File: src/logic/cibs_pkg.sv
package cibs_pkg;
    // special function register addresses
    localparam logic [7:0] CIBS_CTRL_ADDR   = 8'ha3;
    localparam logic [7:0] CIBS_STATUS_ADDR = 8'ha4;
    localparam logic [7:0] CIBS_IND_ADDR    = 8'ha5;
    localparam logic [7:0] CIBS_TEC_ADDR    = 8'ha6;
    localparam logic [7:0] CIBS_REC_ADDR    = 8'ha7;
    // message memory layout
    localparam logic [7:0] CIBS_MEM_PROT_LIM = 8'h10;
    localparam logic [7:0] CIBS_BT0_ADDR     = 8'h04;
    localparam logic [7:0] CIBS_BT1_ADDR     = 8'h05;
    // control register fields
    localparam int CIBS_C_ERR_IE   = 7;
    localparam int CIBS_C_STAT_IE  = 6;
    localparam int CIBS_C_PWRDN    = 5;
    localparam int CIBS_C_SOFT_RST = 3;
    localparam int CIBS_C_ABAUD    = 2;
    localparam int CIBS_C_CNT_SEL  = 1;
    localparam int CIBS_C_SWI      = 0;
    // status register fields
    localparam int CIBS_S_BOFF   = 7;
    localparam int CIBS_S_EXCEED = 6;
    localparam int CIBS_S_WAKE   = 5;
    localparam int CIBS_S_RX     = 4;
    localparam int CIBS_S_TX     = 3;
    // reset values
    localparam logic [7:0] CIBS_CTRL_RST = 8'h08;
    localparam logic [7:0] CIBS_IND_NONE = 8'h00;
    localparam logic [7:0] CIBS_IND_STAT = 8'h01;
    // error count thresholds
    localparam logic [8:0] CIBS_TEC_BOFF = 9'h100;
    localparam logic [8:0] CIBS_LIM0_SET = 9'h061;
    localparam logic [8:0] CIBS_LIM0_CLR = 9'h060;
    localparam logic [8:0] CIBS_LIM1     = 9'h080;
    // recessive run lengths and bus-off group count
    localparam int CIBS_IDLE_BITS  = 11;
    localparam int CIBS_BOFF_GROUPS = 128;
    // bus side states
    typedef enum logic [4:0] {
        CIBS_S_INIT = 5'b00001,
        CIBS_S_SYNC = 5'b00010,
        CIBS_S_ON   = 5'b00100,
        CIBS_S_BREC = 5'b01000,
        CIBS_S_BPWR = 5'b10000
    } cibs_state_t;
endpackage

File: src/logic/cibs_run_count.sv
`timescale 1ns/1ps
// counts consecutive recessive bits, pulses done after len of them
module cibs_run_count #(
    parameter int CW  = 4,
    parameter int LEN = 11
) (
    input  wire logic clk,
    input  wire logic sys_rst,
    input  wire logic clr,
    input  wire logic bit_tick,
    input  wire logic rx_bit,
    output logic      done
);
    localparam logic [CW-1:0] LAST = CW'(LEN - 1);
    logic [CW-1:0] cnt_reg;

    // a dominant bit restarts the run
    always_ff @(posedge clk) begin
        if (sys_rst || clr) begin
            cnt_reg <= '0;
            done    <= 1'b0;
        end else begin
            done <= 1'b0;
            if (bit_tick) begin
                if (!rx_bit) begin
                    cnt_reg <= '0;
                end else if (cnt_reg == LAST) begin
                    cnt_reg <= '0;
                    done    <= 1'b1;
                end else begin
                    cnt_reg <= cnt_reg + 1'b1;
                end
            end
        end
    end
endmodule

File: src/logic/cibs_ctrl.sv
`timescale 1ns/1ps
module cibs_ctrl
    import cibs_pkg::*;
(
    input  wire logic       clk,
    input  wire logic       sys_rst,
    // special function register port
    input  wire logic [7:0] sfr_addr,
    input  wire logic [7:0] sfr_wdata,
    input  wire logic       sfr_wr,
    input  wire logic       sfr_rd,
    output logic [7:0]      sfr_rdata,
    // message memory write path
    input  wire logic       mem_wr,
    input  wire logic [7:0] mem_addr,
    input  wire logic [7:0] mem_wdata,
    output logic            mem_wr_out,
    output logic [7:0]      mem_addr_out,
    output logic [7:0]      mem_wdata_out,
    // protocol engine side
    input  wire logic       bit_tick,
    input  wire logic       rx_bit,
    input  wire logic       bus_busy,
    input  wire logic       bus_error,
    input  wire logic       tec_up,
    input  wire logic       tec_down,
    input  wire logic       rec_up,
    input  wire logic       rec_down,
    input  wire logic       rx_ok_stored,
    input  wire logic       rx_ok_any,
    input  wire logic       tx_ok,
    input  wire logic       powered_down,
    // interrupt enables from the core
    input  wire logic       can_irq_enable,
    input  wire logic       global_irq_enable,
    output logic            bus_enable,
    output logic            autobaud_mode,
    output logic            powerdown_request,
    output logic            can_irq
);
    ////////////////////////////////////////////////////////////////////
    logic [7:0]  ctrl_reg;
    logic [8:0]  tec_reg;
    logic [7:0]  rec_reg;
    logic [7:0]  bt0_reg;
    logic [7:0]  bt1_reg;
    logic        lock_req_reg;
    logic        exc_reg;
    logic        exc_next;
    logic        wake_reg;
    logic        rx_st_reg;
    logic        tx_st_reg;
    logic        pend_reg;
    logic [6:0]  grp_reg;
    logic [7:0]  ind_reg;
    cibs_state_t state_reg;
    cibs_state_t state_next;
    logic        run_done;
    logic        run_clr;
    logic        swinit;
    logic        busoff;
    logic        bt_zero;
    logic        soft_rst;
    logic        wr_ctrl;
    logic        wr_stat;
    logic        rd_stat;
    logic        rx_evt;
    logic        err_evt;
    logic        stat_evt;

    assign swinit   = (state_reg == CIBS_S_INIT);
    assign busoff   = (state_reg == CIBS_S_BREC) ||
                      (state_reg == CIBS_S_BPWR);
    assign bt_zero  = (bt0_reg == 8'h00) && (bt1_reg == 8'h00);
    assign soft_rst = ctrl_reg[CIBS_C_SOFT_RST];
    assign wr_ctrl  = sfr_wr && (sfr_addr == CIBS_CTRL_ADDR);
    assign wr_stat  = sfr_wr && (sfr_addr == CIBS_STATUS_ADDR);
    assign rd_stat  = sfr_rd && (sfr_addr == CIBS_STATUS_ADDR);
    // receive success source follows autobaud mode
    assign rx_evt   = ctrl_reg[CIBS_C_ABAUD] ? rx_ok_any : rx_ok_stored;

    ////////////////////////////////////////////////////////////////////
    // recessive run detector, restarted on every state change
    assign run_clr = (state_next != state_reg);

    cibs_run_count #(
        .CW  (4),
        .LEN (CIBS_IDLE_BITS)
    ) u_run (
        .clk      (clk),
        .sys_rst  (sys_rst),
        .clr      (run_clr),
        .bit_tick (bit_tick),
        .rx_bit   (rx_bit),
        .done     (run_done)
    );

    ////////////////////////////////////////////////////////////////////
    // bus side state; bus-off outranks every other cause
    always_comb begin
        state_next = state_reg;
        case (state_reg)
            CIBS_S_INIT: begin
                // clear refused while timing is invalid
                if (wr_ctrl && !sfr_wdata[CIBS_C_SWI] && !bt_zero)
                    state_next = CIBS_S_SYNC;
            end
            CIBS_S_SYNC: begin
                if (lock_req_reg)
                    state_next = CIBS_S_INIT;
                else if (run_done)
                    state_next = CIBS_S_ON;
            end
            CIBS_S_ON: begin
                if (lock_req_reg && (!bus_busy || bus_error))
                    state_next = CIBS_S_INIT;
            end
            CIBS_S_BREC: begin
                if (run_done && grp_reg == 7'(CIBS_BOFF_GROUPS - 1))
                    state_next = CIBS_S_BPWR;
            end
            CIBS_S_BPWR: begin
                if (run_done)
                    state_next = CIBS_S_INIT;
            end
            default: state_next = CIBS_S_INIT;
        endcase
        if (!busoff && (soft_rst || bt_zero))
            state_next = CIBS_S_INIT;
        if (!busoff && tec_reg >= CIBS_TEC_BOFF)
            state_next = CIBS_S_BREC;
    end

    always_ff @(posedge clk) begin
        if (sys_rst)
            state_reg <= CIBS_S_INIT;
        else
            state_reg <= state_next;
    end

    // groups of 11 recessive bits during bus-off recovery
    always_ff @(posedge clk) begin
        if (sys_rst || state_reg != CIBS_S_BREC)
            grp_reg <= '0;
        else if (run_done)
            grp_reg <= grp_reg + 1'b1;
    end

    // pending init request; writes ignored in bus-off
    always_ff @(posedge clk) begin
        if (sys_rst || swinit || busoff)
            lock_req_reg <= 1'b0;
        else if (wr_ctrl && sfr_wdata[CIBS_C_SWI])
            lock_req_reg <= 1'b1;
    end

    ////////////////////////////////////////////////////////////////////
    // control register; soft reset bit survives its own reset
    always_ff @(posedge clk) begin
        if (sys_rst) begin
            ctrl_reg <= CIBS_CTRL_RST;
        end else if (wr_ctrl) begin
            ctrl_reg    <= sfr_wdata;
            ctrl_reg[4] <= 1'b0; // reserved, held low
            ctrl_reg[0] <= 1'b0; // init bit lives in the state machine
        end else if (soft_rst) begin
            ctrl_reg <= CIBS_CTRL_RST;
        end
    end

    ////////////////////////////////////////////////////////////////////
    // error counters; engine counts only while on the bus
    always_ff @(posedge clk) begin
        if (sys_rst || soft_rst) begin
            tec_reg <= '0;
            rec_reg <= '0;
        end else if (state_reg == CIBS_S_BPWR && run_done) begin
            tec_reg <= '0;
            rec_reg <= '0;
        end else if (swinit && sfr_wr) begin
            if (sfr_addr == CIBS_TEC_ADDR)
                tec_reg <= {1'b0, sfr_wdata};
            if (sfr_addr == CIBS_REC_ADDR)
                rec_reg <= sfr_wdata;
        end else if (state_reg == CIBS_S_ON) begin
            if (tec_up)
                tec_reg <= tec_reg + 9'h008;
            else if (tec_down && tec_reg != 9'h000)
                tec_reg <= tec_reg - 9'h001;
            if (rec_up && rec_reg != 8'hff)
                rec_reg <= rec_reg + 8'h01;
            else if (rec_down && rec_reg != 8'h00)
                rec_reg <= rec_reg - 8'h01;
        end
    end

    ////////////////////////////////////////////////////////////////////
    // exceeded flag; select 0 holds between 96 and 97
    always_comb begin
        exc_next = exc_reg;
        if (ctrl_reg[CIBS_C_CNT_SEL]) begin
            exc_next = (tec_reg >= CIBS_LIM1) ||
                       ({1'b0, rec_reg} >= CIBS_LIM1);
        end else if (tec_reg >= CIBS_LIM0_SET ||
                     {1'b0, rec_reg} >= CIBS_LIM0_SET) begin
            exc_next = 1'b1;
        end else if (tec_reg < CIBS_LIM0_CLR &&
                     {1'b0, rec_reg} < CIBS_LIM0_CLR) begin
            exc_next = 1'b0;
        end
    end

    always_ff @(posedge clk) begin
        if (sys_rst)
            exc_reg <= 1'b0;
        else
            exc_reg <= exc_next;
    end

    // wake flag follows power-down only while requested
    always_ff @(posedge clk) begin
        if (sys_rst)
            wake_reg <= 1'b0;
        else
            wake_reg <= ctrl_reg[CIBS_C_PWRDN] & powered_down;
    end

    ////////////////////////////////////////////////////////////////////
    // receive and transmit flags; hardware set beats host clear
    always_ff @(posedge clk) begin
        if (sys_rst || soft_rst) begin
            rx_st_reg <= 1'b0;
            tx_st_reg <= 1'b0;
        end else begin
            if (rx_evt)
                rx_st_reg <= 1'b1;
            else if (wr_stat)
                rx_st_reg <= sfr_wdata[CIBS_S_RX];
            if (tx_ok)
                tx_st_reg <= 1'b1;
            else if (wr_stat)
                tx_st_reg <= sfr_wdata[CIBS_S_TX];
        end
    end

    ////////////////////////////////////////////////////////////////////
    // error and status events feeding the status change request
    always_comb begin
        err_evt = 1'b0;
        if (exc_next && !exc_reg)
            err_evt = 1'b1;
        if (!exc_next && exc_reg && ctrl_reg[CIBS_C_CNT_SEL])
            err_evt = 1'b1;
        if (state_next == CIBS_S_BREC && !busoff)
            err_evt = 1'b1;
        err_evt = err_evt & ctrl_reg[CIBS_C_ERR_IE];
        stat_evt = rx_evt || tx_ok;
        if (wr_stat && sfr_wdata[CIBS_S_RX] && !rx_st_reg)
            stat_evt = 1'b1;
        if (wr_stat && sfr_wdata[CIBS_S_TX] && !tx_st_reg)
            stat_evt = 1'b1;
        if (wake_reg && !(ctrl_reg[CIBS_C_PWRDN] & powered_down))
            stat_evt = 1'b1;
        stat_evt = stat_evt & ctrl_reg[CIBS_C_STAT_IE];
    end

    // a new event in the read cycle is kept, not lost
    always_ff @(posedge clk) begin
        if (sys_rst || soft_rst)
            pend_reg <= 1'b0;
        else if (err_evt || stat_evt)
            pend_reg <= 1'b1;
        else if (rd_stat)
            pend_reg <= 1'b0;
    end

    // message centers are outside, so only 00h or 01h appear
    always_ff @(posedge clk) begin
        if (sys_rst) begin
            ind_reg <= CIBS_IND_NONE;
            can_irq <= 1'b0;
        end else begin
            ind_reg <= pend_reg ? CIBS_IND_STAT : CIBS_IND_NONE;
            can_irq <= pend_reg & can_irq_enable & global_irq_enable;
        end
    end

    ////////////////////////////////////////////////////////////////////
    // message memory: low bytes locked outside init, reads untouched
    always_ff @(posedge clk) begin
        if (sys_rst) begin
            mem_wr_out    <= 1'b0;
            mem_addr_out  <= 8'h00;
            mem_wdata_out <= 8'h00;
        end else begin
            mem_wr_out    <= mem_wr &&
                             (swinit || mem_addr >= CIBS_MEM_PROT_LIM);
            mem_addr_out  <= mem_addr;
            mem_wdata_out <= mem_wdata;
        end
    end

    // shadow of the timing bytes, zero after reset as in memory
    always_ff @(posedge clk) begin
        if (sys_rst) begin
            bt0_reg <= 8'h00;
            bt1_reg <= 8'h00;
        end else if (mem_wr && swinit) begin
            if (mem_addr == CIBS_BT0_ADDR)
                bt0_reg <= mem_wdata;
            if (mem_addr == CIBS_BT1_ADDR)
                bt1_reg <= mem_wdata;
        end
    end

    ////////////////////////////////////////////////////////////////////
    // read data, one cycle after the strobe
    always_ff @(posedge clk) begin
        if (sys_rst) begin
            sfr_rdata <= 8'h00;
        end else if (sfr_rd) begin
            case (sfr_addr)
                CIBS_CTRL_ADDR:   sfr_rdata <= {ctrl_reg[7:1], swinit};
                CIBS_STATUS_ADDR: sfr_rdata <= {busoff, exc_reg, wake_reg,
                                                rx_st_reg, tx_st_reg, 3'b000};
                CIBS_IND_ADDR:    sfr_rdata <= ind_reg;
                CIBS_TEC_ADDR:    sfr_rdata <= tec_reg[7:0];
                CIBS_REC_ADDR:    sfr_rdata <= rec_reg;
                default:          sfr_rdata <= 8'h00;
            endcase
        end
    end

    // engine controls; in init or bus-off the node stays silent
    always_ff @(posedge clk) begin
        if (sys_rst) begin
            bus_enable        <= 1'b0;
            autobaud_mode     <= 1'b0;
            powerdown_request <= 1'b0;
        end else begin
            bus_enable        <= (state_next == CIBS_S_ON);
            autobaud_mode     <= ctrl_reg[CIBS_C_ABAUD];
            powerdown_request <= ctrl_reg[CIBS_C_PWRDN];
        end
    end
endmodule

File: config.mk
export PLATFORM = sky130hd
export DESIGN_NAME = cibs_ctrl
export DESIGN_NICKNAME = d
export VERILOG_FILES = /design/src/logic/cibs_pkg.sv /design/src/logic/cibs_run_count.sv /design/src/logic/cibs_ctrl.sv
export SDC_FILE = /design/constraint.sdc
export NUM_CORES = 1
export LEC_CHECK = 0
export ABC_AREA = 1
export BUFFER_PORTS_ARGS = -buffer_cell sky130_fd_sc_hd__clkbuf_2
export CAP_MARGIN = 10
export CORE_MARGIN = 1
export CORE_UTILIZATION = 35
export CTS_CLUSTER_DIAMETER = 50
export DETAILED_ROUTE_END_ITERATION = 6
export PLACE_DENSITY = 0.66
export SYNTH_ARGS = -nofsm -noshare
export SYNTH_HDL_FRONTEND = slang
export SYNTH_HIERARCHICAL = 1
export SYNTH_SLANG_ARGS = --single-unit
File: constraint.sdc
create_clock -name clk -period 4.78 [get_ports clk]
set_clock_uncertainty 0.2 [all_clocks]
set_input_delay 0.239 -clock clk [delete_from_list [all_inputs] [get_ports clk]]
set_output_delay 0.239 -clock clk [all_outputs]
set_load 0.02 [all_outputs]
==> impl_results.md <==
* Status: completed
* WL final at 12200 um
* Number of flip-flops in the largest register at 9
* Number of flops mapped to enable cells by yosys at 0
* I/O pins at 80
* Routed Antenna Nets at 0
* Netlist cell types at 41
* Pwr Total at 1.59 mW
* Share of layout cells above drive strength 1 at 14.6%
* Drt wl/cell at 12.8 um
* CP peak stage delay at 0.82 ns
* Delay-heaviest family, CP: compound AO/OA/AOI/OAI gates
* Worst EP arrival at 3.01 ns
* Core area at 0.0128 mm2
* Crit-path max FO at 9
* Diode count at 0
* DRT Pass-1 Iters at 6
* Setup TNS at 0 ns
* Post-Syn Nets at 746
* Slowest CP cell: o21ai_0
* First-pass GRT wire length at 20400 um
* # setup viols final at 0
* Critical path type: reg2reg
* Hold Crit Class: in2reg
* Register area share after synthesis at 39.2%
* Synth top area share at 39.2%
* Area contributors post-synth: dfxtp_1 (39%), nand2_1 (11%), nor2_1 (8.4%)
* Mapped cell area at 0.00469 mm2
* DRC viols at 0
* Crit-path cells: nand4_1, o21ai_0, ha_1, a21oi_1, nand2_1, nand4_1, nand3_1, xnor2_1, nand2_1, a21oi_1
* Final hold viol count at 0
* Async SR Flop Fraction at 0%
* Largest net degree at the start of global routing at 30
* Num CTS Buffers at 9
* Die width at 118 um
* Max Cap Viol at 0
* Cells after Synth at 680
* Total gr overflow at 0
* Worst Path Buf+Inv at 0
* Clock-pin slew on the worst setup and hold paths at 0.07 ns
* CTS tree: built
* Highest clock rate at 0.342 GHz
* Post-synth top area cell: dfxtp_1
* Port bufs at 79
* Clk_lat worst skew at 0.35 ns
* Most frequent cells in the layout: nand2_1 (134), nor2_1 (105), inv_1 (92), dfxtp_1 (92), clkbuf_2 (79)
* Clock Root Buffer: clkbuf_16
* Final period util at 61.2%
* Most common cell after layout, fill and taps aside: nand2_1
* Post-layout nets at 848
* Clk sinks at 92
* Worst-margin pin slew at 1.02 ns
* Slew Viols, Final at 0
* Initial antenna violation count at 0
* Fillers at 1350
* Yosys reg bits at 92
* Ys flop type: dfxtp_1
* Vias in the first global route at 4352
* Syn_area_per_cell at 6.90 um2
* CTS HTree Levels at 3
* Pleak at 2.66 nW
* Ys Warns at 6
* Vias per inst at 4.84
* Final Critical Period at 2.93 ns
* # rows at 41
* Clock Tree Buf Depth at 2
* VDD IR-drop max at 0.168 mV
* Layout Area Growth over Synthesis at 23.0%
* Starting DRT DRC Count at 302
* Die Footprint at 0.0139 mm2
* Post-DP HPWL at 8950 um
* Max-Slew Margin vs Limit at 31.3%
* WP data required at 4.86 ns
* Number of setup buffers added after CTS at 0
* Die height at 118 um
* Via count at 4645
* Power per cell area at 275 mW/mm2
* Routability congestion estimate at 0.891
* RSZ-0062 raised after global routing: no
* Startpoint types: flip-flop
* Starting Density at 36.6%
* CP endpoint kind: flip-flop
* Gr usage total at 18.5%
[final timing paths]
path / from / endpoint / slack, ns / depth (start not counted)
worst max-delay path: rec_reg[0]$_SDFFE_PP0P_ / rec_reg[7]$_SDFFE_PP0P_ / 1.85 / 10
worst min-delay path: sfr_wdata[7] / ctrl_reg[7]$_SDFFE_PP0P_ / 0.002 / 3
worst max register to register: rec_reg[0]$_SDFFE_PP0P_ / rec_reg[7]$_SDFFE_PP0P_ / 1.85 / 10
worst min register to register: pend_reg$_SDFFE_PP0P_ / ind_reg[0]$_SDFF_PP0_ / 0.26 / 2
[timing repair]
item | CTS | global route
resized for setup | 0 | 0
endpoints found under the hold margin | 34 | 0
hold buffers | 26 | 0
[worst register-to-register path, cell delays in order (launching register included)]
cell and delay, ns:
dfxtp_1 0.43, nand4_1 0.12, o21ai_0 0.83, ha_1 0.45
a21oi_1 0.20, nand2_1 0.11, nand4_1 0.09, nand3_1 0.09
xnor2_1 0.16, nand2_1 0.07, a21oi_1 0.13
[area by class of cell]
class                      instances  area (um2)  share of cell area [%]
inverter                          95         357                    6.18
sequential                        92        1840                    31.9
clock buffer                      10         229                    3.97
clock inverter                     6        46.3                   0.802
multi-input combinational        478        2420                    42.0
tap                              172         215                    3.73
timing repair buffer             106         663                    11.5
[synthesized netlist by cell type (2+ instances only)]
cell and instances:
a21oi_1 65, a31oi_1 2, buf_2 5, clkbuf_1 8, dfxtp_1 92, ha_1 14, inv_1 92, inv_2 3
nand2_1 134, nand3_1 33, nand4_1 15, nor2_1 105, nor2_2 3, nor2_4 2, nor3_1 7, nor3b_1 2
nor4_1 3, o21ai_0 48, o22ai_1 12, o31ai_1 4, or2_2 3, xnor2_1 6, xor2_1 4
[layer usage]
layer | vias to the layer above | share of wire (%) | GRT usage [%]
met5 | - | 0 | 0
met4 | 0 | 3.2 | 8.49
met3 | 23 | 6.2 | 4.12
met2 | 146 | 45 | 30.3
met1 | 2056 | 46 | 23.0
li1 | 2420 | - | -
[report_power, final]
group	internal (mW)	switching, mW	total (mW)
clock network	0.357	0.320	0.677
registers	0.775	0.00311	0.778
logic	0.0514	0.0795	0.131
total	1.18	0.403	1.59
[logic make-up after synthesis]
kind of cell / Yosys count / synth area share [%]
adders and majority gates: 15 / 4.16
xor gates and xnor gates: 10 / 1.87
AOI/OAI and AO/OA: 140 / 16.6
DFF: 92 / 39.2
buffers and inverters: 110 / 9.17
and+or+nand+nor: 313 / 29.0
[stage by stage]
stage	cell area (um2)	hold slack (ns)	setup slack, ns	cells	util (%)
after floorplan	4690	0.146	2.26	680	-
after global placement	5240	0.251	1.91	917	40.8
after detailed placement	5240	0.253	1.90	917	40.8
after CTS	5770	0.00175	1.87	959	45.0
after global routing	5770	0.00871	1.56	959	45.0
final	5770	0.00196	1.85	959	45.0
No activity file was read; power rests on OpenSTA's default activity.
